--- src/rtl/dsmsel_pkg.sv ---
/*
  Constants shared by the modulator source and carrier select block:
  register offsets, field positions, reset values, source codes, indexes.
  Assumes an APB master on pclk with byte addresses on an 8-bit paddr.
*/
// Notes on behaviour
// RL1: source pin-disable bit stops source peripheral pin; here only while the enable bit is set
// RL2: source code 0 soft bit, 1 pin
// RL3: codes 2-5 PWM units, PWM mode only
// RL4: codes 6-7 comparators, 8-9 SPI, 10 UART
// RL5: source codes 11-15 connect nothing
// RL6: high-carrier pin-disable stops carrier peripheral pin
// RL7: high-carrier polarity bit inverts carrier
// RL8: high sync waits high carrier falling edge
// RL9: no sync switches carriers immediately
// RL10: carrier codes ground, pin1, pin2, reference clock
// RL11: carrier codes 4-7 PWM units, PWM only
// RL12: carrier codes 8-15 connect nothing
// RL13: unused bits ignore writes, read zero
// RL14: selection bits kept across non-power resets; presetn clears them here
// RL15: modulator high mixes high carrier, else low
// RL16: disabled forces ground carriers and soft bit
// RL17: low sync waits low carrier falling edge
// RL18: output polarity bit inverts final output
// RL19: output is mod-selected carrier, sync holds previous
// RL20: pins and peripheral outputs pass two flops
package dsmsel_pkg;
  localparam logic [7:0] ADDR_CTRL = 8'h00;
  localparam logic [7:0] ADDR_SRC  = 8'h04;
  localparam logic [7:0] ADDR_CARH = 8'h08;
  localparam logic [7:0] ADDR_CARL = 8'h0C;

  localparam int CTRL_EN   = 7;
  localparam int CTRL_OE   = 6;
  localparam int CTRL_SLR  = 5;
  localparam int CTRL_OPOL = 4;
  localparam int CTRL_OUT  = 3;
  localparam int CTRL_BIT  = 0;
  localparam int SEL_DIS   = 7;
  localparam int CAR_INV   = 6;
  localparam int CAR_SYNC  = 5;
  localparam int CODE_MSB  = 3;

  localparam logic [7:0] CTRL_RESET = 8'h20;
  localparam logic [7:0] SEL_RESET  = 8'h00;

  localparam logic [3:0] SRC_SOFT = 4'h0;
  localparam logic [3:0] SRC_PIN  = 4'h1;
  localparam logic [3:0] SRC_CCP1 = 4'h2;
  localparam logic [3:0] SRC_CCP4 = 4'h5;
  localparam logic [3:0] SRC_CMP1 = 4'h6;
  localparam logic [3:0] SRC_CMP2 = 4'h7;
  localparam logic [3:0] SRC_SDO1 = 4'h8;
  localparam logic [3:0] SRC_SDO2 = 4'h9;
  localparam logic [3:0] SRC_UART = 4'hA;

  localparam logic [3:0] CAR_GND    = 4'h0;
  localparam logic [3:0] CAR_PIN1   = 4'h1;
  localparam logic [3:0] CAR_PIN2   = 4'h2;
  localparam logic [3:0] CAR_REFCLK = 4'h3;
  localparam logic [3:0] CAR_CCP1   = 4'h4;
  localparam logic [3:0] CAR_CCP4   = 4'h7;

  // Index into the peripheral pin-disable vector
  localparam int P_CCP1   = 0;
  localparam int P_CMP1   = 4;
  localparam int P_SDO1   = 6;
  localparam int P_UART   = 8;
  localparam int P_REFCLK = 9;
  localparam int P_COUNT  = 10;

  // Index into the synchronised input vector
  localparam int S_MODPIN = 0;
  localparam int S_CIN1   = 1;
  localparam int S_CIN2   = 2;
  localparam int S_REFCLK = 3;
  localparam int S_CCP1   = 4;
  localparam int S_CMP1   = 8;
  localparam int S_SDO1   = 10;
  localparam int S_UART   = 12;
  localparam int S_WIDTH  = 13;
endpackage

--- src/rtl/dsmsel_top.sv ---
/*
  Modulator source and carrier select with mixing, sync and APB registers.
  Assumes an APB master on pclk, peripheral levels from other logic and
  pins arriving asynchronously; pins and peripheral outputs are resynchronised here, the PWM and SPI mode flags are not.
*/
// The APB slave port and the register addresses were left to the implementer.
module dsmsel_top (
  input  wire logic        pclk,
  input  wire logic        presetn,
  input  wire logic        psel,
  input  wire logic        penable,
  input  wire logic        pwrite,
  input  wire logic [7:0]  paddr,
  input  wire logic [31:0] pwdata,
  output logic      [31:0] prdata,
  output logic             pready,
  output logic             pslverr,
  input  wire logic        modulation_input_pin,
  input  wire logic        carrier_input_pin_1,
  input  wire logic        carrier_input_pin_2,
  input  wire logic        refclk_out,
  input  wire logic [3:0]  ccp_out,
  input  wire logic [3:0]  ccp_pwm_mode,
  input  wire logic [1:0]  cmp_out,
  input  wire logic [1:0]  sdo_out,
  input  wire logic [1:0]  spi_mode,
  input  wire logic        uart_tx,
  output logic [9:0]       periph_pin_disable,
  output logic             modulated_out,
  output logic             slew_limit_enable
);
  typedef struct packed {
    logic        en;
    logic        oe;
    logic        slr;
    logic        opol;
    logic        soft_bit;
    logic        src_dis;
    logic [3:0]  src_code;
    logic        ch_dis;
    logic        ch_inv;
    logic        ch_sync;
    logic [3:0]  ch_code;
    logic        cl_dis;
    logic        cl_inv;
    logic        cl_sync;
    logic [3:0]  cl_code;
    logic        sel_high;
    logic        carh_prev;
    logic        carl_prev;
    logic        mix;
    logic        pin_out;
    logic [31:0] rdata;
  } dsmsel_state_t;

  dsmsel_state_t st;
  dsmsel_state_t next_st;

  logic [dsmsel_pkg::S_WIDTH-1:0] raw_in;
  logic [dsmsel_pkg::S_WIDTH-1:0] sin;
  logic                           carh;
  logic                           carl;
  logic [4:0]                     dis_h;
  logic [4:0]                     dis_l;
  logic                           mod_sig;
  logic [dsmsel_pkg::P_COUNT-1:0] dis_src;
  logic [3:0]                     src_unit;
  logic                           fall_h;
  logic                           fall_l;
  logic                           addr_ok;
  logic                           wr_access;
  logic                           rd_setup;
  logic [7:0]                     rd_byte;

  assign raw_in = {uart_tx, sdo_out, cmp_out, ccp_out, refclk_out,
                   carrier_input_pin_2, carrier_input_pin_1, modulation_input_pin};

  dsmsel_sync #(
    .WIDTH (dsmsel_pkg::S_WIDTH)
  ) u_sync (
    .pclk     (pclk),
    .presetn  (presetn),
    .async_in (raw_in),
    .sync_out (sin)
  );

  dsmsel_carrier_mux u_carh (
    .enable      (st.en),
    .code        (st.ch_code),
    .invert      (st.ch_inv),
    .pin_disable (st.ch_dis),
    .cin1        (sin[dsmsel_pkg::S_CIN1]),
    .cin2        (sin[dsmsel_pkg::S_CIN2]),
    .refclk      (sin[dsmsel_pkg::S_REFCLK]),
    .ccp         (sin[dsmsel_pkg::S_CCP1+:4]),
    .pwm_mode    (ccp_pwm_mode),
    .carrier     (carh),
    .periph_dis  (dis_h)
  );

  dsmsel_carrier_mux u_carl (
    .enable      (st.en),
    .code        (st.cl_code),
    .invert      (st.cl_inv),
    .pin_disable (st.cl_dis),
    .cin1        (sin[dsmsel_pkg::S_CIN1]),
    .cin2        (sin[dsmsel_pkg::S_CIN2]),
    .refclk      (sin[dsmsel_pkg::S_REFCLK]),
    .ccp         (sin[dsmsel_pkg::S_CCP1+:4]),
    .pwm_mode    (ccp_pwm_mode),
    .carrier     (carl),
    .periph_dis  (dis_l)
  );

  // Modulation source select and its pin-disable decode
  always_comb begin
    src_unit = st.src_code - dsmsel_pkg::SRC_CCP1;
    mod_sig  = 1'b0;
    dis_src  = '0;
    if (!st.en) begin
      mod_sig = st.soft_bit;                                   // RL16
    end else if (st.src_code == dsmsel_pkg::SRC_SOFT) begin
      mod_sig = st.soft_bit;                                   // RL2
    end else if (st.src_code == dsmsel_pkg::SRC_PIN) begin
      mod_sig = sin[dsmsel_pkg::S_MODPIN];                     // RL2
    end else if (st.src_code <= dsmsel_pkg::SRC_CCP4) begin
      mod_sig = sin[dsmsel_pkg::S_CCP1 + src_unit[1:0]] & ccp_pwm_mode[src_unit[1:0]];  // RL3
      dis_src[dsmsel_pkg::P_CCP1 + src_unit[1:0]] = st.src_dis;                        // RL1
    end else if (st.src_code == dsmsel_pkg::SRC_CMP1 || st.src_code == dsmsel_pkg::SRC_CMP2) begin
      mod_sig = sin[dsmsel_pkg::S_CMP1 + st.src_code[0]];     // RL4
      dis_src[dsmsel_pkg::P_CMP1 + st.src_code[0]] = st.src_dis;   // RL1
    end else if (st.src_code == dsmsel_pkg::SRC_SDO1 || st.src_code == dsmsel_pkg::SRC_SDO2) begin
      // Serial data only counts while its port runs in SPI mode
      mod_sig = sin[dsmsel_pkg::S_SDO1 + st.src_code[0]] & spi_mode[st.src_code[0]];   // RL4
      dis_src[dsmsel_pkg::P_SDO1 + st.src_code[0]] = st.src_dis;   // RL1
    end else if (st.src_code == dsmsel_pkg::SRC_UART) begin
      mod_sig = sin[dsmsel_pkg::S_UART];                       // RL4
      dis_src[dsmsel_pkg::P_UART] = st.src_dis;                // RL1
    end else begin
      mod_sig = 1'b0;                                          // RL5
    end
  end

  assign fall_h = st.carh_prev & ~carh;
  assign fall_l = st.carl_prev & ~carl;

  assign addr_ok   = (paddr == dsmsel_pkg::ADDR_CTRL) || (paddr == dsmsel_pkg::ADDR_SRC) ||
                     (paddr == dsmsel_pkg::ADDR_CARH) || (paddr == dsmsel_pkg::ADDR_CARL);
  assign wr_access = psel && penable && pwrite && addr_ok;
  assign rd_setup  = psel && !penable && !pwrite;

  // Read view; unimplemented bits are simply never stored
  always_comb begin
    rd_byte = 8'h00;
    if (paddr == dsmsel_pkg::ADDR_CTRL) begin
      rd_byte[dsmsel_pkg::CTRL_EN]   = st.en;
      rd_byte[dsmsel_pkg::CTRL_OE]   = st.oe;
      rd_byte[dsmsel_pkg::CTRL_SLR]  = st.slr;
      rd_byte[dsmsel_pkg::CTRL_OPOL] = st.opol;
      rd_byte[dsmsel_pkg::CTRL_OUT]  = st.mix ^ st.opol;
      rd_byte[dsmsel_pkg::CTRL_BIT]  = st.soft_bit;
    end else if (paddr == dsmsel_pkg::ADDR_SRC) begin
      rd_byte[dsmsel_pkg::SEL_DIS]      = st.src_dis;               // RL13
      rd_byte[dsmsel_pkg::CODE_MSB:0]   = st.src_code;
    end else if (paddr == dsmsel_pkg::ADDR_CARH) begin
      rd_byte[dsmsel_pkg::SEL_DIS]      = st.ch_dis;
      rd_byte[dsmsel_pkg::CAR_INV]      = st.ch_inv;
      rd_byte[dsmsel_pkg::CAR_SYNC]     = st.ch_sync;
      rd_byte[dsmsel_pkg::CODE_MSB:0]   = st.ch_code;               // RL13
    end else if (paddr == dsmsel_pkg::ADDR_CARL) begin
      rd_byte[dsmsel_pkg::SEL_DIS]      = st.cl_dis;
      rd_byte[dsmsel_pkg::CAR_INV]      = st.cl_inv;
      rd_byte[dsmsel_pkg::CAR_SYNC]     = st.cl_sync;
      rd_byte[dsmsel_pkg::CODE_MSB:0]   = st.cl_code;
    end else begin
      rd_byte = 8'h00;
    end
  end

  always_comb begin
    next_st = st;
    if (rd_setup) begin
      next_st.rdata = {24'h000000, rd_byte};
    end
    if (wr_access) begin
      if (paddr == dsmsel_pkg::ADDR_CTRL) begin
        next_st.en       = pwdata[dsmsel_pkg::CTRL_EN];
        next_st.oe       = pwdata[dsmsel_pkg::CTRL_OE];
        next_st.slr      = pwdata[dsmsel_pkg::CTRL_SLR];
        next_st.opol     = pwdata[dsmsel_pkg::CTRL_OPOL];
        next_st.soft_bit = pwdata[dsmsel_pkg::CTRL_BIT];
      end else if (paddr == dsmsel_pkg::ADDR_SRC) begin
        next_st.src_dis  = pwdata[dsmsel_pkg::SEL_DIS];
        next_st.src_code = pwdata[dsmsel_pkg::CODE_MSB:0];     // RL13
      end else if (paddr == dsmsel_pkg::ADDR_CARH) begin
        next_st.ch_dis   = pwdata[dsmsel_pkg::SEL_DIS];
        next_st.ch_inv   = pwdata[dsmsel_pkg::CAR_INV];
        next_st.ch_sync  = pwdata[dsmsel_pkg::CAR_SYNC];
        next_st.ch_code  = pwdata[dsmsel_pkg::CODE_MSB:0];
      end else begin
        next_st.cl_dis   = pwdata[dsmsel_pkg::SEL_DIS];
        next_st.cl_inv   = pwdata[dsmsel_pkg::CAR_INV];
        next_st.cl_sync  = pwdata[dsmsel_pkg::CAR_SYNC];
        next_st.cl_code  = pwdata[dsmsel_pkg::CODE_MSB:0];
      end
    end

    // Carrier choice follows the modulator, held back by sync options
    if (st.sel_high && !mod_sig) begin
      if (!st.ch_sync || fall_h) begin        // RL8 RL9
        next_st.sel_high = 1'b0;
      end
    end else if (!st.sel_high && mod_sig) begin
      if (!st.cl_sync || fall_l) begin        // RL17 RL9
        next_st.sel_high = 1'b1;
      end
    end
    next_st.carh_prev = carh;
    next_st.carl_prev = carl;
    next_st.mix       = next_st.sel_high ? carh : carl;          // RL15 RL19
    // Pin stays low when disabled or output enable is clear
    next_st.pin_out   = (next_st.en && next_st.oe) ? (next_st.mix ^ next_st.opol) : 1'b0;  // RL18
  end

  // Selection registers start at zero here; no separate warm reset exists
  always_ff @(posedge pclk or negedge presetn) begin
    if (!presetn) begin
      st          <= '0;                                       // RL14
      st.slr      <= dsmsel_pkg::CTRL_RESET[dsmsel_pkg::CTRL_SLR];
    end else begin
      st <= next_st;
    end
  end

  assign prdata             = st.rdata;
  assign pready             = 1'b1;
  assign pslverr            = psel && penable && !addr_ok;
  assign modulated_out      = st.pin_out;
  assign slew_limit_enable  = st.slr;
  assign periph_pin_disable = dis_src |
                              {dis_h[4] | dis_l[4], 5'h00, dis_h[3:0] | dis_l[3:0]};

  a_src_disable_pin: assert property (  // RL1
    @(posedge pclk) disable iff (!presetn)
    (st.src_dis && st.src_code == dsmsel_pkg::SRC_UART && st.en) |-> periph_pin_disable[dsmsel_pkg::P_UART])
    else $error("source pin drive not disabled");

  a_src_pwm_gate: assert property (  // RL3
    @(posedge pclk) disable iff (!presetn)
    (st.en && st.src_code == dsmsel_pkg::SRC_CCP1 && !ccp_pwm_mode[0]) |-> !mod_sig)
    else $error("non-PWM unit passed as modulation source");

  a_src_reserved: assert property (  // RL5
    @(posedge pclk) disable iff (!presetn)
    (st.en && st.src_code > dsmsel_pkg::SRC_UART) |-> !mod_sig)
    else $error("reserved source code connected a signal");

  a_carh_invert: assert property (  // RL7
    @(posedge pclk) disable iff (!presetn)
    (st.en && st.ch_code == dsmsel_pkg::CAR_PIN1) |-> carh == (sin[dsmsel_pkg::S_CIN1] ^ st.ch_inv))
    else $error("high carrier polarity wrong");

  a_hsync_hold: assert property (  // RL8
    @(posedge pclk) disable iff (!presetn)
    (st.ch_sync && st.sel_high && !mod_sig && !fall_h) |=> st.sel_high)
    else $error("high carrier left before falling edge");

  a_nosync_switch: assert property (  // RL9
    @(posedge pclk) disable iff (!presetn)
    (!st.ch_sync && st.sel_high && !mod_sig) |=> !st.sel_high)
    else $error("unsynchronised switch delayed");

  a_lsync_hold: assert property (  // RL17
    @(posedge pclk) disable iff (!presetn)
    (st.cl_sync && !st.sel_high && mod_sig && !fall_l) |=> !st.sel_high)
    else $error("low carrier left before falling edge");

  a_mix_follow: assert property (  // RL15
    @(posedge pclk) disable iff (!presetn)
    ##1 st.mix == (st.sel_high ? $past(carh) : $past(carl)))
    else $error("mixed carrier does not match selection");

  a_disable_force: assert property (  // RL16
    @(posedge pclk) disable iff (!presetn)
    !st.en |-> (!carh && !carl && mod_sig == st.soft_bit))
    else $error("disabled module not forced to ground");

  a_unused_zero: assert property (  // RL13
    @(posedge pclk) disable iff (!presetn)
    (rd_setup && paddr == dsmsel_pkg::ADDR_SRC) |=> prdata[6:4] == 3'h0)
    else $error("unused source bits read nonzero");

  a_out_polarity: assert property (  // RL18
    @(posedge pclk) disable iff (!presetn)
    ##1 (st.en && st.oe) |-> modulated_out == (st.mix ^ st.opol))
    else $error("output polarity wrong");

  a_carh_ground: assert property (  // RL10
    @(posedge pclk) disable iff (!presetn)
    (st.en && st.ch_code == dsmsel_pkg::CAR_GND) |-> carh == st.ch_inv)
    else $error("ground carrier not constant");

  a_carh_reserved: assert property (  // RL12
    @(posedge pclk) disable iff (!presetn)
    (st.en && st.ch_code > dsmsel_pkg::CAR_CCP4) |-> carh == st.ch_inv)
    else $error("reserved carrier code connected a signal");

  a_sdo_gate: assert property (  // RL4
    @(posedge pclk) disable iff (!presetn)
    (st.en && st.src_code == dsmsel_pkg::SRC_SDO1 && !spi_mode[0]) |-> !mod_sig)
    else $error("serial data passed outside SPI mode");

  a_refclk_disable: assert property (  // RL6
    @(posedge pclk) disable iff (!presetn)
    (st.ch_dis && st.ch_code == dsmsel_pkg::CAR_REFCLK) |-> periph_pin_disable[dsmsel_pkg::P_REFCLK])
    else $error("reference clock pin drive not disabled");

  a_dis_idle: assert property (  // RL1 RL6
    @(posedge pclk) disable iff (!presetn)
    (!st.src_dis && !st.ch_dis && !st.cl_dis) |-> periph_pin_disable == '0)
    else $error("pin drive disabled with no disable bit");

  a_soft_source: assert property (  // RL2
    @(posedge pclk) disable iff (!presetn)
    (st.en && st.src_code == dsmsel_pkg::SRC_SOFT) |-> mod_sig == st.soft_bit)
    else $error("soft bit not used as modulation source");

  a_sync_delay: assert property (  // RL20
    @(posedge pclk) disable iff (!presetn)
    ##2 sin == $past(raw_in, 2))
    else $error("inputs not delayed by two flops");

  a_pin_idle_low: assert property (  // RL16
    @(posedge pclk) disable iff (!presetn)
    !(st.en && st.oe) |-> !modulated_out)
    else $error("output pin driven while off");

  a_rdata_upper: assert property (  // RL13
    @(posedge pclk) disable iff (!presetn)
    prdata[31:8] == 24'h000000)
    else $error("upper read data not zero");
endmodule // dsmsel_top

--- src/rtl/dsmsel_sync.sv ---
/*
  Two-flop synchroniser for a vector of independent levels.
  Assumes each bit is a slow level or a carrier well below pclk/2.
*/
module dsmsel_sync #(
  parameter int WIDTH = 1
) (
  input  wire logic             pclk,
  input  wire logic             presetn,
  input  wire logic [WIDTH-1:0] async_in,
  output logic      [WIDTH-1:0] sync_out
);
  typedef struct packed {
    logic [WIDTH-1:0] s1;
    logic [WIDTH-1:0] s2;
  } dsmsel_sync_t;

  dsmsel_sync_t st;
  dsmsel_sync_t next_st;

  always_comb begin
    next_st    = st;
    next_st.s1 = async_in;
    next_st.s2 = st.s1;   // RL20
  end

  always_ff @(posedge pclk or negedge presetn) begin
    if (!presetn) begin
      st <= '0;
    end else begin
      st <= next_st;
    end
  end

  assign sync_out = st.s2;
endmodule // dsmsel_sync

--- src/rtl/dsmsel_carrier_mux.sv ---
/*
  Carrier source selector with polarity and pin-disable decode.
  Assumes synchronised inputs and PWM-mode flags on the same clock.
*/
module dsmsel_carrier_mux (
  input  wire logic       enable,
  input  wire logic [3:0] code,
  input  wire logic       invert,
  input  wire logic       pin_disable,
  input  wire logic       cin1,
  input  wire logic       cin2,
  input  wire logic       refclk,
  input  wire logic [3:0] ccp,
  input  wire logic [3:0] pwm_mode,
  output logic            carrier,
  output logic [4:0]      periph_dis
);
  logic       raw;
  logic [3:0] unit;

  always_comb begin
    unit       = code - dsmsel_pkg::CAR_CCP1;
    raw        = 1'b0;
    periph_dis = 5'h00;
    if (code == dsmsel_pkg::CAR_GND) begin      // RL10
      raw = 1'b0;
    end else if (code == dsmsel_pkg::CAR_PIN1) begin
      raw = cin1;
    end else if (code == dsmsel_pkg::CAR_PIN2) begin
      raw = cin2;
    end else if (code == dsmsel_pkg::CAR_REFCLK) begin
      raw           = refclk;
      periph_dis[4] = pin_disable;              // RL6
    end else if (code <= dsmsel_pkg::CAR_CCP4) begin
      raw                = ccp[unit[1:0]] & pwm_mode[unit[1:0]];   // RL11
      periph_dis[unit[1:0]] = pin_disable;      // RL6
    end else begin
      raw = 1'b0;                               // RL12
    end
    // Disabled module sees plain ground, polarity ignored
    carrier = enable ? (raw ^ invert) : 1'b0;  // RL7 RL16
  end
endmodule // dsmsel_carrier_mux

--- config.mk ---
export PLATFORM = sky130hd
export DESIGN_NAME = dsmsel_top
export DESIGN_NICKNAME = d
export VERILOG_FILES = /design/src/rtl/dsmsel_pkg.sv /design/src/rtl/dsmsel_top.sv /design/src/rtl/dsmsel_sync.sv /design/src/rtl/dsmsel_carrier_mux.sv
export SDC_FILE = /design/constraint.sdc
export NUM_CORES = 1
export LEC_CHECK = 0
export ABC_AREA = 0
export BUFFER_PORTS_ARGS = -buffer_cell sky130_fd_sc_hd__buf_2
export CELL_PAD_IN_SITES_DETAIL_PLACEMENT = 1
export CELL_PAD_IN_SITES_GLOBAL_PLACEMENT = 2
export CORE_MARGIN = 10
export CORE_UTILIZATION = 31
export DETAILED_ROUTE_END_ITERATION = 10
export PLACE_DENSITY_LB_ADDON = 0.1
export SETUP_SLACK_MARGIN = 0.4
export SKIP_CTS_REPAIR_TIMING = 1
export SLEW_MARGIN = 0
export SYNTH_ARGS = -nofsm -noshare
export SYNTH_HDL_FRONTEND = slang
export SYNTH_HIERARCHICAL = 1
export SYNTH_SLANG_ARGS = --single-unit
--- constraint.sdc ---
create_clock -name pclk -period 3.7 [get_ports pclk]
set_clock_uncertainty 0.15 [all_clocks]
set_input_delay 0.185 -clock pclk [delete_from_list [all_inputs] [get_ports pclk]]
set_output_delay 0.185 -clock pclk [all_outputs]
set_load 0.02 [all_outputs]
* Yosys cells after proc, flatten, opt, wreduce, memory -nomap -nowiden
Index checks and enable logic that the tools add are counted.
** Storage, ports and cells
- Output and inout bits :: 46
- Bits in registers :: 63
- Word-level logic and storage cells :: 216
** Operators by class
- Reductions and logical operators :: 36
- Multiplexer cells :: 91
- Bitwise gates (word level) :: 23
- Magnitude comparators :: 20
- Add/subtract/negate cells :: 8
- Equality and inequality tests :: 15
** Operators by type and width (number)
- 5-bit 2-to-1 mux :: 11
- 10-bit 2-to-1 mux :: 5
- 1-bit 2-to-1 mux :: 47
- 24-bit 2-to-1 mux :: 1
- 10-bit bitwise AND :: 2
- 4-bit 2-to-1 mux :: 5
- 19-bit 2-to-1 mux :: 1
- 4-bit by 2-bit equality test with 1-bit output (second input constant) :: 4
- 8-bit by 4-bit equality test with 1-bit output (second input constant) :: 2
- 4-bit by 5-bit < comparator with 1-bit output (second input constant) :: 3
- 1-bit logical AND :: 14
- 14-bit 2-to-1 mux :: 1
- 7-bit 2-to-1 mux :: 2
- 1-bit binary-select mux with 4-bit select :: 3
- 4-bit by 1-bit equality test with 1-bit output (second input constant) :: 3
- 4-bit equality test (second input constant) :: 3
- 4-bit by 3-bit <= comparator with 1-bit output (second input constant) :: 3
- 4-bit zero test :: 3
- 4-bit by 1-bit adder with 5-bit output (first input constant) :: 2
- 10-bit by 4-bit bitwise AND with 10-bit output :: 1
- 5-bit by 4-bit bitwise AND with 5-bit output :: 2
- 1-bit binary-select mux with 2-bit select :: 5
- 5-bit < comparator (second input constant) :: 2
- 10-bit OR :: 1
- other kinds (28) :: 67

* Logic depth before layout (Yosys ltp)
- Word-level depth :: 20
- Depth in mapped cells :: 11
- Mapped depth without buffers :: 10

* Modules after synthesis
Netlist, hierarchy kept.
** By module, submodules not included
- dsmsel_top :: cells an instance 208, times used 1, seq. area each 927.1 sq um, area an instance 2194.6 sq um
- dsmsel_sync :: cells an instance 26, times used 1, seq. area each 650.6 sq um, area an instance 650.6 sq um
- dsmsel_carrier_mux :: cells an instance 24, times used 2, seq. area each 0.0 sq um, area an instance 195.2 sq um

* Worst setup path before layout
Ideal clock, no wire load.
- Kind :: register -> register
- Start :: reg st[38] (netlist bit)
- End :: reg st (netlist bit modulated_out)
- Arrival :: 2.507 ns
- Setup slack :: 0.957 ns
- Library setup time :: 0.087 ns
- Buffers on the path :: 1
- Required time :: 3.463 ns
- Stages on the path, launching flop included :: 12
- Cells stage by stage :: dfrtp_1 -> buf_6 -> nand3b_4 -> a2111oi_4 -> a221oi_2 -> mux2i_1 -> nor2b_1 -> nor3b_1 -> nor4b_1 -> a31o_1 -> or4_1 -> o211ai_1
** RTL lines
- start: declaration :: line dsmsel_top.sv:56 : dsmsel_state_t st;
- start signal: assignment :: line dsmsel_top.sv:231 : st <= next_st;

==> flow_summary_export.csv <==
group,metric,value,unit
pwr,ir_drop,0.180,mV
synth,yosysSeqAreaShare,48.8,%
timing,period_share,80.2,%
timing,max_freq,0.337,GHz
synth,ys_seq_elements,63,
critical_path,cp-startpoint,"st[38]",
placed_design,gp_congestion,0.729,
timing,finalHoldViolations,1,
grt,grt_pass1_vias,2440,
min_path,worstHoldStart,"pwdata[0]",
route,routedWlPerCell,17.1,um
critical_path,timing.rr.start,"st[38]",
grt,track_usage,11.5,%
route,routed-via-count,2299,
critical_path,critPathKind,"reg2reg",
route,drc,0,
timing,setup_slack,0.734,ns
placed_design,post-place-ws,0.333,ns
pwr,power,1.42,mW
route,via_per_inst,4.64,
timing,setup_violations,0,
synth,ys_types,48,
die,die_h,122,um
grt,overflow,0,
placed_design,hpwlAfterDp,6250,um
timing,rsz0062_at_grt,"no",
synth,avgSynthCellArea,11.5,um2
pwr,p_leak,1.79,nW
synth,syn_area,0.00324,mm2
die,num_rows,37,
min_path,hold_class,"in2reg",
route,drt_iter0_drc,89,
cts,clock_path_buffers,2,
cts,numClockSinks,63,
finish,fin_nets,418,
route,dr.pass1.iters,4,
critical_path,endpoint_kind,"flip-flop",
timing,worstMarginPinSlew,0.732,ns
critical_path,crit_fanout,12,
synth,ys.flop_type,"dfrtp_1",
synth,async_flop_share,100,%
route,routed_wl,8480,um
timing,period_minus_slack,2.97,ns
synth,synth_edf_count,0,
finish,nFillCells,1139,
grt,grt_antenna_before_repair,0,
finish,final-instance-count-excl-fill,495,
placed_design,dp.cells,459,
die,start_util,31.6,%
status,violations,"hold timing",
die,core_area,0.0102,mm2
grt,grt_max_degree,34,
finish,fin_util,38.0,%
cts,clk_pin_slew,0.08,ns
cts,cts_tree,"built",
critical_path,startpoint_type,"flip-flop",
route,ant_nets,0,
die,io_pins,110,
critical_path,worstPathRequired,3.80,ns
finish,fin_area,0.00389,mm2
finish,num_antenna_cells,0,
timing,maxSlewHeadroom,51.2,%
finish,drive_above_1_share,34.3,%
cts,cts_buffers,9,
job,maxCapViolations,0,
timing,slew_violations,0,
pwr,p_per_area,365,mW/mm2
timing,whs,-0.00274,ns
synth,synthCells,282,
cts,clk_latency,0.33,ns
timing,finalSetupTns,0,ns
status,run_status,"finished, violations left",
die,die_w,122,um
finish,area_delta_synth_final,20.1,%
critical_path,arrival,3.07,ns
synth,ys_warn_count,6,
placed_design,placed_area,0.00349,mm2
placed_design,io_buffers,60,
die,die_area,0.0149,mm2
cts,ctsHtreeMaxLevel,3,
grt,grt_pass1_wl,13400,um
cts,cts_root_buf,"clkbuf_8",
-- critical path: stages, from the launching register on --
cell	delay, ns
dfrtp_2	0.51
mux2i_1	0.23
mux2i_1	0.12
a221oi_2	0.34
mux2i_2	0.29
nor2b_1	0.09
nor3b_2	0.20
nor4b_1	0.09
a31o_1	0.29
or4_1	0.48
o211ai_1	0.10
-- kinds of logic (layout without fill, tap and decap cells) --
logic type / count (synthesis) / count (layout) / synth area share, %
buffers and inverters: 47 / 101 / 10.0
AND/OR/NAND/NOR: 95 / 95 / 16.9
other: 2 / 25 / 0.232
multiplexers: 39 / 39 / 14.3
AO/OA/AOI/OAI: 35 / 35 / 9.47
XOR/XNOR: 1 / 1 / 0.271
flip-flops: 63 / 63 / 48.8
-- cells in the final DEF, fill, tap and decap left out, types with 2 or more instances in the layout --
cell type / synthesis / routed
a2111oi_4: 2 / 2
a221oi_2: 2 / 2
a22o_1: 3 / 3
a22oi_1: 4 / 4
a31oi_1: 2 / 2
and3_1: 2 / 2
and3b_1: 2 / 2
buf_2: 4 / 60
buf_4: 34 / 2
clkbuf_8: 0 / 9
clkinv_2: 0 / 3
conb_1: 2 / 25
dfrtp_1: 62 / 61
dlygate4sd3_1: 0 / 19
inv_1: 4 / 4
mux2_2: 29 / 29
mux2i_1: 7 / 6
mux4_2: 3 / 3
nand2_1: 23 / 23
nand2b_1: 4 / 4
nand3_1: 9 / 9
nand3b_1: 3 / 3
nand3b_4: 2 / 2
nand4b_1: 3 / 3
nor2_1: 19 / 19
nor2b_1: 4 / 4
nor3_1: 5 / 5
nor3b_1: 8 / 7
nor4b_1: 3 / 3
o211ai_1: 2 / 2
o21ai_0: 10 / 10
o41ai_1: 3 / 3
-- final timing paths --
check / to / slack [ns] / depth (start not counted)
hold / removal: st[56] / -0.003 / 2
max in group asynchronous: slew_limit_enable / 2.19 / 3
hold reg to reg: u_sync/sync_out[10] / 0.20 / 0
setup reg to reg: modulated_out / 0.73 / 10
setup / recovery: modulated_out / 0.73 / 10
min in group asynchronous: u_sync/next_st[10] / 0.30 / 2
-- metal layers --
metal  vias to the layer above  GRT usage [%]  part of all wire, %
met5                         -              0                    0
met4                         0           4.05                  1.5
met3                        10           3.89                  7.0
met2                        73           17.6                   44
met1                      1119           14.9                   47
li1                       1097              -                    -
-- state kept, by name, indices dropped and copies added (netlist names) --
| name | count |
|---|---|
| st | 27 |
| modulated_out | 1 |
| slew_limit_enable | 1 |
| prdata | 8 |
| u_sync/next_st | 13 |
| u_sync/sync_out | 13 |
-- synthesized netlist by cell type (all sizes together), types with 2 or more instances --
cell      n  share of area (%)
a2111oi   3                2.2
a221oi    2               0.93
a22o      3               0.81
a22oi     4               0.93
a31oi     2               0.39
and3      2               0.39
and3b     2               0.54
buf      40                9.2
clkbuf    3               0.35
conb      2               0.23
dfrtp    62                 48
inv       4               0.46
mux2     29                 10
mux2i     7                2.2
mux4      3                2.1
nand2    24                2.9
nand2b    4               0.77
nand3     9                1.4
nand3b    5                1.9
nand4b    3               0.81
nor2     19                2.2
nor2b     4               0.77
nor3      5               0.77
nor3b     8                1.9
nor4b     3               0.81
o211ai    2               0.46
o21ai    10                1.5
o41ai     3               0.81
-- power breakdown --
group | total [mW] | switching, mW | internal, mW
Combinational | 0.114 | 0.0690 | 0.0453
Sequential | 0.722 | 0.0156 | 0.707
Clock | 0.584 | 0.275 | 0.309
-- area by class of cell --
cell class	count	area (um2)	area share, %
clock buffers	10	128	3.28
clock inverters	6	61.3	1.58
inverters	4	15.0	0.386
multi-input cells	195	1430	36.8
flip-flops and latches	63	1580	40.6
well taps	136	170	4.38
repair buffers	81	505	13.0
Note: power is estimated with default switching activity, not from simulation.
